$ cat src/adc_window_pkg.sv
// Shared constants, types and helpers for the converter window comparator.
package adc_window_pkg;

  // Special-function addresses of the registers held by the block.
  localparam logic [7:0] ADDR_RESULT_LOW = 8'hbd;
  localparam logic [7:0] ADDR_RESULT_HIGH = 8'hbe;
  localparam logic [7:0] ADDR_GT_LOW = 8'hc3;
  localparam logic [7:0] ADDR_GT_HIGH = 8'hc4;
  localparam logic [7:0] ADDR_LT_LOW = 8'hc5;
  localparam logic [7:0] ADDR_LT_HIGH = 8'hc6;
  localparam logic [7:0] ADDR_CONTROL = 8'he8;

  // Field positions, reset values and codes.
  localparam int FLAG_BIT = 3;
  localparam logic [7:0] BYTE_RESET = 8'h00;
  localparam logic [7:0] READ_ZERO = 8'h00;
  localparam logic [4:0] GROUND_SELECT = 5'h1f;
  localparam logic [5:0] LEFT_PAD = 6'h00;

  // A conversion lasts at least this many successive-approximation clocks.
  localparam logic [8:0] CONV_SAR_CLOCKS = 9'h00a;
  localparam logic [8:0] GAP_MAX = 9'h1ff;
  localparam logic [8:0] GAP_ONE = 9'h001;

  typedef struct packed {
    logic [15:0] greaterThan;
    logic [15:0] lessThan;
  } limits_type;

  typedef struct packed {
    logic leftJustify;
    logic differential;
  } mode_type;

  // Places a raw 10-bit code into the 16-bit word the way software reads it.
  function automatic logic [15:0] formatResult(input logic [9:0] raw,
                                               input mode_type mode);
    logic [15:0] word;
    word = 16'h0000;
    if (mode.leftJustify)
      word = {raw, LEFT_PAD};
    else
      word = {{6{mode.differential & raw[9]}}, raw};
    return word;
  endfunction

  // Recovers the ten significant bits of a word and widens them to an
  // 11-bit signed key, so one signed compare covers both number formats.
  function automatic logic signed [10:0] compareKey(input logic [15:0] word,
                                                    input mode_type mode);
    logic [9:0] field;
    field = mode.leftJustify ? word[15:6] : word[9:0];
    return $signed({mode.differential & field[9], field});
  endfunction

  // Minimum spacing of two results in core cycles for a given divider.
  function automatic logic [8:0] minGap(input logic [4:0] sarDivider);
    return 9'(CONV_SAR_CLOCKS * ({4'h0, sarDivider} + 9'h001));
  endfunction

endpackage

$ cat src/window_compare.sv
// Combinational window test of one result word against the two limits.
`timescale 1ns/1ps
module window_compare
(
  input wire adc_window_pkg::limits_type limits,
  input wire adc_window_pkg::mode_type mode,
  input wire logic [15:0] resultWord,
  output logic match
);

  logic signed [10:0] resKey;
  logic signed [10:0] gtKey;
  logic signed [10:0] ltKey;
  logic insideWindow;

  // Keys are formed the same way for all three words.
  assign resKey = adc_window_pkg::compareKey(resultWord, mode);
  assign gtKey = adc_window_pkg::compareKey(limits.greaterThan, mode);
  assign ltKey = adc_window_pkg::compareKey(limits.lessThan, mode);

  // The window sense follows only from the order of the two limits.
  assign insideWindow = gtKey < ltKey;

  // Both senses are strict, so a result on a bound never matches.
  always_comb
  begin
    if (insideWindow)
      match = (resKey > gtKey) && (resKey < ltKey);
    else
      match = (resKey < ltKey) || (resKey > gtKey);
  end

endmodule

$ cat src/adc_window_comparator.sv
// Window comparator for converter results and its special registers.
`timescale 1ns/1ps
module adc_window_comparator
(
  input wire logic core_clk,
  input wire logic sys_rst,
  input wire logic [7:0] sfrAddr,
  input wire logic [7:0] sfrWrData,
  input wire logic sfrWr,
  input wire logic sfrRd,
  output logic [7:0] sfrRdData,
  input wire logic convDone,
  input wire logic [9:0] convResult,
  input wire logic leftJustify,
  input wire logic [4:0] negativeInputSelect,
  input wire logic [4:0] sarDivider,
  output logic windowMatchFlag,
  output logic windowIrq
);

  logic [7:0] gtHigh_q;
  logic [7:0] gtLow_q;
  logic [7:0] ltHigh_q;
  logic [7:0] ltLow_q;
  logic [15:0] result_q;
  logic flag_q;
  logic [7:0] rdData_q;
  logic [8:0] sinceLast_q;
  logic convAccept;
  logic cmpMatch;
  logic flagClear;
  logic [15:0] resultNow;
  adc_window_pkg::mode_type mode;
  adc_window_pkg::limits_type limits;

  // Converter settings decide the number format of the comparison.
  assign mode.leftJustify = leftJustify;
  assign mode.differential =
    negativeInputSelect != adc_window_pkg::GROUND_SELECT;
  assign limits.greaterThan = {gtHigh_q, gtLow_q};
  assign limits.lessThan = {ltHigh_q, ltLow_q};
  assign resultNow = adc_window_pkg::formatResult(convResult, mode);

  // A strobe arriving too soon after the last accepted one cannot be a real
  // conversion, so it is dropped rather than compared.
  assign convAccept = convDone &&
    (sinceLast_q >= adc_window_pkg::minGap(sarDivider));
  assign flagClear = sfrWr && (sfrAddr == adc_window_pkg::ADDR_CONTROL) &&
    !sfrWrData[adc_window_pkg::FLAG_BIT];

  window_compare compareUnit
  (
    .limits(limits),
    .mode(mode),
    .resultWord(resultNow),
    .match(cmpMatch)
  );

  // Cycles since the last accepted result; starts saturated after reset.
  always_ff @(posedge core_clk)
  begin
    if (sys_rst)
      sinceLast_q <= adc_window_pkg::GAP_MAX;
    else if (convAccept)
      sinceLast_q <= adc_window_pkg::GAP_ONE;
    else if (sinceLast_q != adc_window_pkg::GAP_MAX)
      sinceLast_q <= sinceLast_q + adc_window_pkg::GAP_ONE;
  end

  // Limit bytes are plain software registers.
  always_ff @(posedge core_clk)
  begin
    if (sys_rst)
    begin
      gtHigh_q <= adc_window_pkg::BYTE_RESET;
      gtLow_q <= adc_window_pkg::BYTE_RESET;
      ltHigh_q <= adc_window_pkg::BYTE_RESET;
      ltLow_q <= adc_window_pkg::BYTE_RESET;
    end
    else if (sfrWr)
    begin
      unique case (sfrAddr)
        adc_window_pkg::ADDR_GT_HIGH: gtHigh_q <= sfrWrData;
        adc_window_pkg::ADDR_GT_LOW: gtLow_q <= sfrWrData;
        adc_window_pkg::ADDR_LT_HIGH: ltHigh_q <= sfrWrData;
        adc_window_pkg::ADDR_LT_LOW: ltLow_q <= sfrWrData;
        default: ;
      endcase
    end
  end

  // The formatted result is kept so software can read what was compared.
  always_ff @(posedge core_clk)
  begin
    if (sys_rst)
      result_q <= {adc_window_pkg::BYTE_RESET, adc_window_pkg::BYTE_RESET};
    else if (convAccept)
      result_q <= resultNow;
  end

  // Sticky match flag; a match in the clearing cycle keeps it set.
  always_ff @(posedge core_clk)
  begin
    if (sys_rst)
      flag_q <= 1'b0;
    else if (convAccept && cmpMatch)
      flag_q <= 1'b1;
    else if (flagClear)
      flag_q <= 1'b0;
  end

  // Reads answer one cycle later; unmapped addresses return zero. Only the
  // flag lives in the control byte here, its other bits belong elsewhere.
  always_ff @(posedge core_clk)
  begin
    if (sys_rst)
      rdData_q <= adc_window_pkg::READ_ZERO;
    else if (sfrRd)
    begin
      unique case (sfrAddr)
        adc_window_pkg::ADDR_GT_HIGH: rdData_q <= gtHigh_q;
        adc_window_pkg::ADDR_GT_LOW: rdData_q <= gtLow_q;
        adc_window_pkg::ADDR_LT_HIGH: rdData_q <= ltHigh_q;
        adc_window_pkg::ADDR_LT_LOW: rdData_q <= ltLow_q;
        adc_window_pkg::ADDR_RESULT_HIGH: rdData_q <= result_q[15:8];
        adc_window_pkg::ADDR_RESULT_LOW: rdData_q <= result_q[7:0];
        adc_window_pkg::ADDR_CONTROL:
          rdData_q <= 8'(flag_q) << adc_window_pkg::FLAG_BIT;
        default: rdData_q <= adc_window_pkg::READ_ZERO;
      endcase
    end
  end

  // Polled and interrupt views of the same flag flip-flop.
  assign sfrRdData = rdData_q;
  assign windowMatchFlag = flag_q;
  assign windowIrq = flag_q;

  // Independent reference arithmetic for the checks below.
  logic [9:0] refRes;
  logic [9:0] refGt;
  logic [9:0] refLt;
  assign refRes = leftJustify ? resultNow[15:6] : resultNow[9:0];
  assign refGt = leftJustify ? limits.greaterThan[15:6] :
    limits.greaterThan[9:0];
  assign refLt = leftJustify ? limits.lessThan[15:6] : limits.lessThan[9:0];

  property p_match_sets;
    @(posedge core_clk) disable iff (sys_rst)
    convAccept && cmpMatch |=> flag_q ##1 (flag_q || $past(flagClear));
  endproperty
  a_match_sets: assert property (p_match_sets)
    else $error("Accepted match did not set the flag.");

  property p_unsigned_inside;
    @(posedge core_clk) disable iff (sys_rst)
    convAccept && !mode.differential && (refGt < refLt) &&
    (refRes > refGt) && (refRes < refLt) |=> windowMatchFlag;
  endproperty
  a_unsigned_inside: assert property (p_unsigned_inside)
    else $error("Unsigned inside result did not raise the flag.");

  property p_equal_bound;
    @(posedge core_clk) disable iff (sys_rst)
    convAccept && !flag_q && ((refRes == refGt) || (refRes == refLt)) &&
    (refGt != refLt) && !mode.differential |=> !windowMatchFlag;
  endproperty
  a_equal_bound: assert property (p_equal_bound)
    else $error("Result on a bound raised the flag.");

  property p_signed_outside;
    @(posedge core_clk) disable iff (sys_rst)
    convAccept && mode.differential && !($signed(refGt) < $signed(refLt)) &&
    (($signed(refRes) < $signed(refLt)) ||
    ($signed(refRes) > $signed(refGt)))
    |=> windowMatchFlag;
  endproperty
  a_signed_outside: assert property (p_signed_outside)
    else $error("Signed outside result did not raise the flag.");

  property p_signed_inside_miss;
    @(posedge core_clk) disable iff (sys_rst)
    convAccept && !flag_q && mode.differential &&
    ($signed(refGt) < $signed(refLt)) && !($signed(refRes) > $signed(refGt))
    |=> !windowMatchFlag;
  endproperty
  a_signed_inside_miss: assert property (p_signed_inside_miss)
    else $error("Signed result below the window raised the flag.");

  property p_clear_and_hold;
    @(posedge core_clk) disable iff (sys_rst)
    flag_q && !(flagClear && !(convAccept && cmpMatch)) |=> flag_q;
  endproperty
  a_clear_and_hold: assert property (p_clear_and_hold)
    else $error("Flag dropped without a clearing write.");

  property p_clear_works;
    @(posedge core_clk) disable iff (sys_rst)
    flagClear && !convAccept |=> !flag_q;
  endproperty
  a_clear_works: assert property (p_clear_works)
    else $error("Clearing write left the flag set.");

  property p_read_flag;
    @(posedge core_clk) disable iff (sys_rst)
    sfrRd && (sfrAddr == adc_window_pkg::ADDR_CONTROL)
    |=> sfrRdData[adc_window_pkg::FLAG_BIT] == $past(flag_q);
  endproperty
  a_read_flag: assert property (p_read_flag)
    else $error("Control read did not show the flag.");

  property p_reset_limit;
    @(posedge core_clk)
    sys_rst |=> ltLow_q == adc_window_pkg::BYTE_RESET;
  endproperty
  a_reset_limit: assert property (p_reset_limit)
    else $error("Less-than low byte not zero after reset.");

  property p_spacing;
    @(posedge core_clk) disable iff (sys_rst)
    convAccept |=> !convAccept ##1 !convAccept;
  endproperty
  a_spacing: assert property (p_spacing)
    else $error("Two results accepted too close together.");

  property p_left_pad;
    @(posedge core_clk) disable iff (sys_rst)
    convAccept && leftJustify |=> result_q[5:0] == adc_window_pkg::LEFT_PAD;
  endproperty
  a_left_pad: assert property (p_left_pad)
    else $error("Left-justified result has low bits set.");

  c_inside_hit: cover property (@(posedge core_clk) disable iff (sys_rst)
    convAccept && cmpMatch && (refGt < refLt));
  c_outside_hit: cover property (@(posedge core_clk) disable iff (sys_rst)
    convAccept && cmpMatch && mode.differential && !(refGt < refLt));
  c_clear_race: cover property (@(posedge core_clk) disable iff (sys_rst)
    flagClear && convAccept && cmpMatch);
  c_drop_early: cover property (@(posedge core_clk) disable iff (sys_rst)
    convDone && !convAccept);

endmodule

$ cat config.mk
export PLATFORM = sky130hd
export DESIGN_NAME = adc_window_comparator
export DESIGN_NICKNAME = d
export VERILOG_FILES = /design/src/adc_window_pkg.sv /design/src/window_compare.sv /design/src/adc_window_comparator.sv
export SDC_FILE = /design/constraint.sdc
export NUM_CORES = 1
export LEC_CHECK = 0
export ABC_AREA = 1
export BUFFER_PORTS_ARGS = -buffer_cell sky130_fd_sc_hd__clkbuf_2
export CAP_MARGIN = 5
export CORE_MARGIN = 2
export CORE_UTILIZATION = 50
export CTS_CLUSTER_SIZE = 28
export DETAILED_ROUTE_END_ITERATION = 7
export GPL_TIMING_DRIVEN = 0
export PLACE_DENSITY = 0.79
export SETUP_SLACK_MARGIN = 0.15
export SLEW_MARGIN = 20
export SYNTH_ARGS = -nofsm -noshare
export SYNTH_HDL_FRONTEND = slang
export SYNTH_SLANG_ARGS = --single-unit
$ cat constraint.sdc
create_clock -name core_clk -period 5.9 [get_ports core_clk]
set_clock_uncertainty 0.1 [all_clocks]
set_input_delay 0.295 -clock core_clk [delete_from_list [all_inputs] [get_ports core_clk]]
set_output_delay 0.295 -clock core_clk [all_outputs]
set_load 0.05 [all_outputs]
==> results.py, run 1 <==
metrics = {
    "status": {
        "status": "finished, final reports clean",
    },
    "clock_network": {
        "cts_resized": 0,
        "clk_pin_slew_ns": 0.08,
        "cts_hold_buf": 0,
        "root_buffer": "clkbuf_8",
        "cts_setup_buffers": 0,
        "clk-insertion-delay-late_ns": 0.36,
        "clockBufferDepth": 2,
        "clock-sinks": 66,
        "cts_tree": "yes",
        "cts_buffers": 9,
        "ctsHtreeMaxLevel": 3,
    },
    "synthesis": {
        "synthCells": 670,
        "synth-main-ff-cell": "dfxtp_1",
        "yosys-top-cells-area": "dfxtp_1 29%, ha_1 13%, nand2_1 13%",
        "synth_area_um2": 4540,
        "ys_warn_count": 0,
        "synth_top_area_share_pct": 29.1,
        "synth_top_area_cell": "dfxtp_1",
        "synth.distinct_cells": 35,
        "synthTopCellsByCount": "152 x nand2_1, 87 x inv_1, 74 x o21ai_0",
        "synth_most_common_cell": "nand2_1",
        "syn_nets": 760,
        "synth-edff-count": 0,
        "synth.avg_cell_area_um2": 6.78,
        "ys_ff_latch": 66,
        "async_reset_ff_share_pct": 0,
        "synth_seq_area_share_pct": 29.1,
    },
    "routing": {
        "drt-pass1-iter-count": 5,
        "wl_um": 13000,
        "drc": 0,
        "drt_iter0_drc": 347,
        "vias": 4676,
        "wire_per_inst_um": 15.5,
        "antenna_left": 0,
        "viasPerCell": 5.55,
    },
    "global_route": {
        "grt_first_pass_wirelength_um": 21400,
        "antenna_found_initial": 0,
        "grt_util_all_layers_pct": 27.2,
        "grt_max_degree": 13,
        "grt_pass1_vias": 4513,
        "gr-total-overflow": 0,
    },
    "layout": {
        "area_growth_pct": 13.3,
        "final_cell_area_um2": 5140,
        "drive_gt1_share_pct": 11.9,
        "final_net_count": 819,
        "n_fill_cell": 841,
        "diodes": 0,
        "fin_util_pct": 58.7,
    },
    "worst_setup_path": {
        "endpoint_kind": "register",
        "r2r_end": "windowIrq$_SDFFE_PP0P_",
        "crit_fanout": 10,
        "worstPathRequired_ns": 6.03,
        "worstSetupPathType": "primary input to register",
        "reg2reg_from": "ltHigh_q[7]$_SDFFE_PP0P_",
        "r2r_cells": 16,
        "r2r_slack_ns": 3.12,
        "arrival_ns": 3.63,
        "start_kind": "primary input",
    },
    "timing": {
        "worst_pin_slew_ns": 0.561,
        "period_minus_slack_ns": 3.50,
        "finalHoldViolations": 0,
        "drv_slew": 0,
        "post-route-period-util_pct": 59.3,
        "maxSlewHeadroom_pct": 62.2,
        "finalSetupTns_ns": 0,
        "layout_setup_ws_ns": 2.40,
        "fmax_mhz": 286,
        "setup_viol": 0,
        "grt_setup_unrepaired": "no",
    },
    "place": {
        "hpwlAfterDp_um": 10300,
        "portBuffers": 48,
        "place_congestion": 1.00,
        "dp_slack_ns": 2.03,
        "dpl-instance-area_um2": 4920,
    },
    "min_path": {
        "min_delay_worst_endpoint": "result_q[0]$_SDFFE_PP0P_",
        "min_path_cells": 3,
        "worstHoldStart": "convResult[0]",
        "hold_class": "primary input to register",
    },
    "floorplanning": {
        "die_x_um": 99.3,
        "io_pins": 52,
        "die-area_um2": 9860,
        "dieHeight_um": 99.3,
        "initial_core_util_pct": 51.8,
        "rows": 34,
        "coreArea_um2": 8760,
    },
    "power_and_ir_drop": {
        "finalPower_mw": 1.47,
        "ir_worst_vdd_uv": 203,
        "p_per_area_nw_per_um2": 286,
        "p_leak_nw": 2.44,
    },
    "job": {
        "maxCapViolations": 0,
    },
}
[cells in the final DEF, fill, tap and decap left out, drive strengths merged]
cell type / synthesis / final
ha: 47 / 47
o21ai: 75 / 75
bufinv: 0 / 2
nor3: 4 / 4
conb: 1 / 1
nor2: 35 / 35
a21oi: 74 / 74
nand2: 154 / 154
o211a: 4 / 4
clkinvlp: 0 / 2
a31o: 1 / 1
nand3b: 7 / 7
a221oi: 1 / 1
clkinv: 1 / 2
and3: 1 / 1
o22ai: 8 / 8
fa: 1 / 1
inv: 89 / 90
nand3: 39 / 39
dfxtp: 66 / 66
nand4: 11 / 11
clkbuf: 23 / 81
or2: 3 / 3
buf: 9 / 9
xnor2: 4 / 4
o21a: 1 / 1
mux2i: 1 / 1
nor4: 3 / 3
xor2: 7 / 7
[worst max-delay path, cell delays in order]
cell and delay, ns:
clkbuf_2 0.15, ha_1 0.19, nand3_1 0.09, xor2_1 0.18, ha_1 0.33, inv_1 0.07
fa_1 0.45, o21ai_0 0.24, xnor2_1 0.15, ha_1 0.28, nand2_1 0.10, nor2_1 0.05
nor2_1 0.08, nand4_1 0.11, nand2_2 0.20, clkinv_1 0.22, buf_2 0.24, nand3_1 0.12
a21oi_1 0.08
[routing by layer]
layer	routed length, um	track usage [%]	vias up	part of all wire (%)
li1	-	-	2335	-
met1	5490	33.8	2098	42
met2	6130	46.0	202	47
met3	938	5.69	41	7.2
met4	460	11.1	0	3.5
met5	0	0	-	0
[stage by stage]
| step | std cells | hold slack (ns) |
|---|---|---|
| 2_1_floorplan | 670 | 0.336 |
| 3_3_place_gp | 826 | 0.353 |
| 3_5_place_dp | 826 | 0.359 |
| 4_1_cts | 842 | 0.132 |
| 5_1_grt | 842 | 0.149 |
| 6_report | 842 | 0.140 |
[flip-flops by register name (all words and copies together), names as in the netlist]
signal and flops:
result_q 16, sinceLast_q 9, gtHigh_q 8, gtLow_q 8
ltHigh_q 8, ltLow_q 8, sfrRdData 8, windowIrq 1
[worst max path at each step]
stage / start / end / slack (ns) / depth (start not counted)
3_5_place_dp: sarDivider[0] / result_q[11]$_SDFFE_PP0P_ / 2.03 / 18
2_1_floorplan: sarDivider[0] / result_q[10]$_SDFFE_PP0P_ / 2.61 / 17
5_1_grt: sarDivider[0] / result_q[3]$_SDFFE_PP0P_ / 2.11 / 19
6_report: sarDivider[0] / result_q[3]$_SDFFE_PP0P_ / 2.40 / 19
4_1_cts: sarDivider[0] / result_q[11]$_SDFFE_PP0P_ / 2.41 / 18
3_3_place_gp: sarDivider[0] / result_q[11]$_SDFFE_PP0P_ / 2.16 / 18
[where the power goes]
group / switching (mW) / internal, mW / leakage [nW]
logic: 0.285 / 0.187 / 1.79
clock network: 0.193 / 0.250 / 0.109
registers: 0.0508 / 0.505 / 0.537
total: 0.529 / 0.942 / 2.44
[final cells by class]
type | count | area [um^2] | share of cell area [%]
buffer | 32 | 149 | 2.90
clock buffer | 10 | 138 | 2.68
timing repair buffer | 48 | 240 | 4.67
sequential | 66 | 1320 | 25.7
tap | 108 | 135 | 2.63
clock inverter | 6 | 88.8 | 1.73
inverter | 90 | 338 | 6.57
multi-input combinational | 482 | 2730 | 53.1
[cell families after synthesis]
| kind of cell | Yosys count | synth area share [%] |
|---|---|---|
| AO/OA/AOI/OAI | 164 | 19.2 |
| XOR/XNOR | 11 | 2.12 |
| adder cells (fa/ha/maj) | 48 | 13.4 |
| buffers and inverters | 122 | 10.7 |
| flip-flops | 66 | 29.1 |
| multiplexers | 1 | 0.220 |
| other | 1 | 0.0826 |
| AND/OR/NAND/NOR | 257 | 25.2 |
No activity file was read; power rests on OpenSTA's default activity.
==> run 2: changes to the inputs <==
PLACE_DENSITY = 0.82   (was 0.79)
clock period = 3.1 ns   (was 5.9 ns; I/O delays follow)
==> results.py, run 2 (synthesis gave the netlist of run 1 again) <==
metrics = {
    "status": {
        "status": "finished, final reports clean",
    },
    "global_route": {
        "gr-total-overflow": 0,
        "grt_max_degree": 13,
        "grt_first_pass_wirelength_um": 20800,
        "grt_util_all_layers_pct": 26.4,
        "antenna_found_initial": 0,
        "grt_pass1_vias": 4418,
    },
    "place": {
        "hpwlAfterDp_um": 10200,
        "portBuffers": 48,
        "dpl-instance-area_um2": 4930,
        "place_congestion": 0.974,
    },
    "power_and_ir_drop": {
        "ir_worst_vdd_uv": 255,
        "p_leak_nw": 2.53,
        "finalPower_mw": 3.09,
        "p_per_area_nw_per_um2": 572,
    },
    "worst_setup_path": {
        "worstPathRequired_ns": 3.24,
        "start_kind": "primary input",
        "slowest_stage": "fa_2",
        "max_stage_delay_ns": 0.41,
        "path_cells": "buf_12 -> nand4_1 -> nand2_4 -> nor2_4 -> nor2_2 -> ha_2 -> inv_2 -> fa_2 -> o21ai_2 -> xnor2_1 -> ha_1 -> nand2_1 -> nor2_1 -> nor2_1 -> nand4_1 -> nand2_4 -> inv_8 -> buf_8 -> o211a_1",
        "arrival_ns": 3.00,
        "worstSetupPathType": "primary input to register",
        "endpoint_kind": "register",
        "crit_fanout": 8,
    },
    "routing": {
        "drt-pass1-iter-count": 5,
        "vias": 4724,
        "drt_iter0_drc": 365,
        "antenna_left": 0,
        "drc": 0,
        "viasPerCell": 5.57,
        "wl_um": 13200,
        "wire_per_inst_um": 15.6,
    },
    "layout": {
        "drive_gt1_share_pct": 14.6,
        "n_fill_cell": 799,
        "reg.largest.list": "result_q: 16 flops, sinceLast_q: 9 flops",
        "largest_register_ffs": 16,
        "final_net_count": 825,
        "area_growth_pct": 19.0,
        "multi_input_area_um2": 2810,
        "final_cell_mix": "150 x nand2_1, 85 x inv_1, 73 x o21ai_0, 70 x a21oi_1, 66 x dfxtp_1",
        "final_cell_area_um2": 5400,
        "diodes": 0,
        "top_register": "result_q",
        "layout_commonest_cell": "nand2_1",
        "seqCellArea_um2": 1320,
    },
    "timing": {
        "fmax_mhz": 350,
        "setup_viol": 0,
        "period_minus_slack_ns": 2.85,
        "grt_setup_unrepaired": "yes",
        "finalHoldViolations": 0,
        "drv_slew": 0,
        "worst_pin_slew_ns": 0.559,
        "maxSlewHeadroom_pct": 62.4,
        "post-route-period-util_pct": 92.1,
    },
    "clock_network": {
        "clock-sinks": 66,
        "root_buffer": "clkbuf_8",
        "ctsHtreeMaxLevel": 3,
        "cts_buffers": 9,
        "clk_pin_slew_ns": 0.07,
        "clockBufferDepth": 2,
        "cts_tree": "yes",
        "clk-insertion-delay-late_ns": 0.35,
    },
    "floorplanning": {
        "rows": 34,
        "die-area_um2": 9860,
        "die_x_um": 99.3,
        "coreArea_um2": 8760,
        "dieHeight_um": 99.3,
        "io_pins": 52,
        "initial_core_util_pct": 51.8,
    },
    "min_path": {
        "hold_class": "primary input to register",
    },
    "job": {
        "maxCapViolations": 0,
    },
}
[run 2: cell types whose count changed in the layout (fill, tap and decap cells not counted), moves of 3 or more]
cell and change:
buf_6 +6, a21oi_2 +3, buf_4 +3, buf_2 -3
clkbuf_2 -4, a21oi_1 -3
[run 2: where the power goes]
part           internal, mW  switching (mW)  leakage (nW)
Sequential            0.961          0.0912         0.537
Clock                 0.640           0.356         0.133
Combinational         0.446           0.597          1.86
[run 2: routing by layer]
| metal | share of wire, % | up-vias | GRT usage (%) |
|---|---|---|---|
| met1 | 41 | 2150 | 33.0 |
| met3 | 7.4 | 32 | 5.20 |
| li1 | - | 2347 | - |
| met4 | 2.9 | 0 | 10.4 |
| met5 | 0 | - | 0 |
| met2 | 48 | 195 | 44.6 |
[run 2: final timing paths]
check                                  from                   endpoint  slack (ns)  depth (start not counted)
setup / recovery              sarDivider[0]  result_q[11]$_SDFFE_PP0P_        0.25                         19
hold / removal                        sfrRd  sfrRdData[4]$_SDFFE_PP0P_        0.03                          3
setup reg to reg   ltHigh_q[7]$_SDFFE_PP0P_     windowIrq$_SDFFE_PP0P_        0.37                         14
hold reg to reg   sfrRdData[3]$_SDFFE_PP0P_  sfrRdData[3]$_SDFFE_PP0P_        0.37                          2
[run 2: timing repair]
item / in CTS / in global routing
gates resized for setup: 2 / 40
hold endpoints to repair: 1 / 0
buffers inserted: 2 / 2
cloned: 0 / 1
hold buffers: 1 / 0
endpoints found under the setup margin: 21 / 26
pin swaps: 3 / 19
[run 2: layout make-up]
class                      instances  share of cell area [%]
inverter                          90                    6.39
timing repair buffer              54                    6.35
buffer                            32                    3.17
tap                              108                    2.50
multi-input combinational        482                    52.1
clock buffer                      10                    2.55
clock inverter                     6                    2.52
sequential                        66                    24.5
[run 2: critical path: cells and delay by family]
| family | cells | cell delay (ns) |
|---|---|---|
| and+or+nand+nor | 9 | 1.12 |
| xor gates and xnor gates | 1 | 0.13 |
| AOI/OAI and AO/OA | 2 | 0.37 |
| adders and majority gates | 3 | 0.90 |
| buffers and inverters | 4 | 0.32 |
[run 2: metrics by stage]
stage	hold WS (ns)	setup WS, ns	setup TNS, ns	utilization, %	cells
floorplan	0.215	0.151	0	-	670
global placement	0.351	-0.234	-4.24	56.3	826
detailed placement	0.357	-0.353	-6.94	56.3	826
CTS	0.0187	0.157	0	59.8	845
global route	0.0356	0.0926	0	61.6	848
finish	0.0307	0.245	0	61.6	848
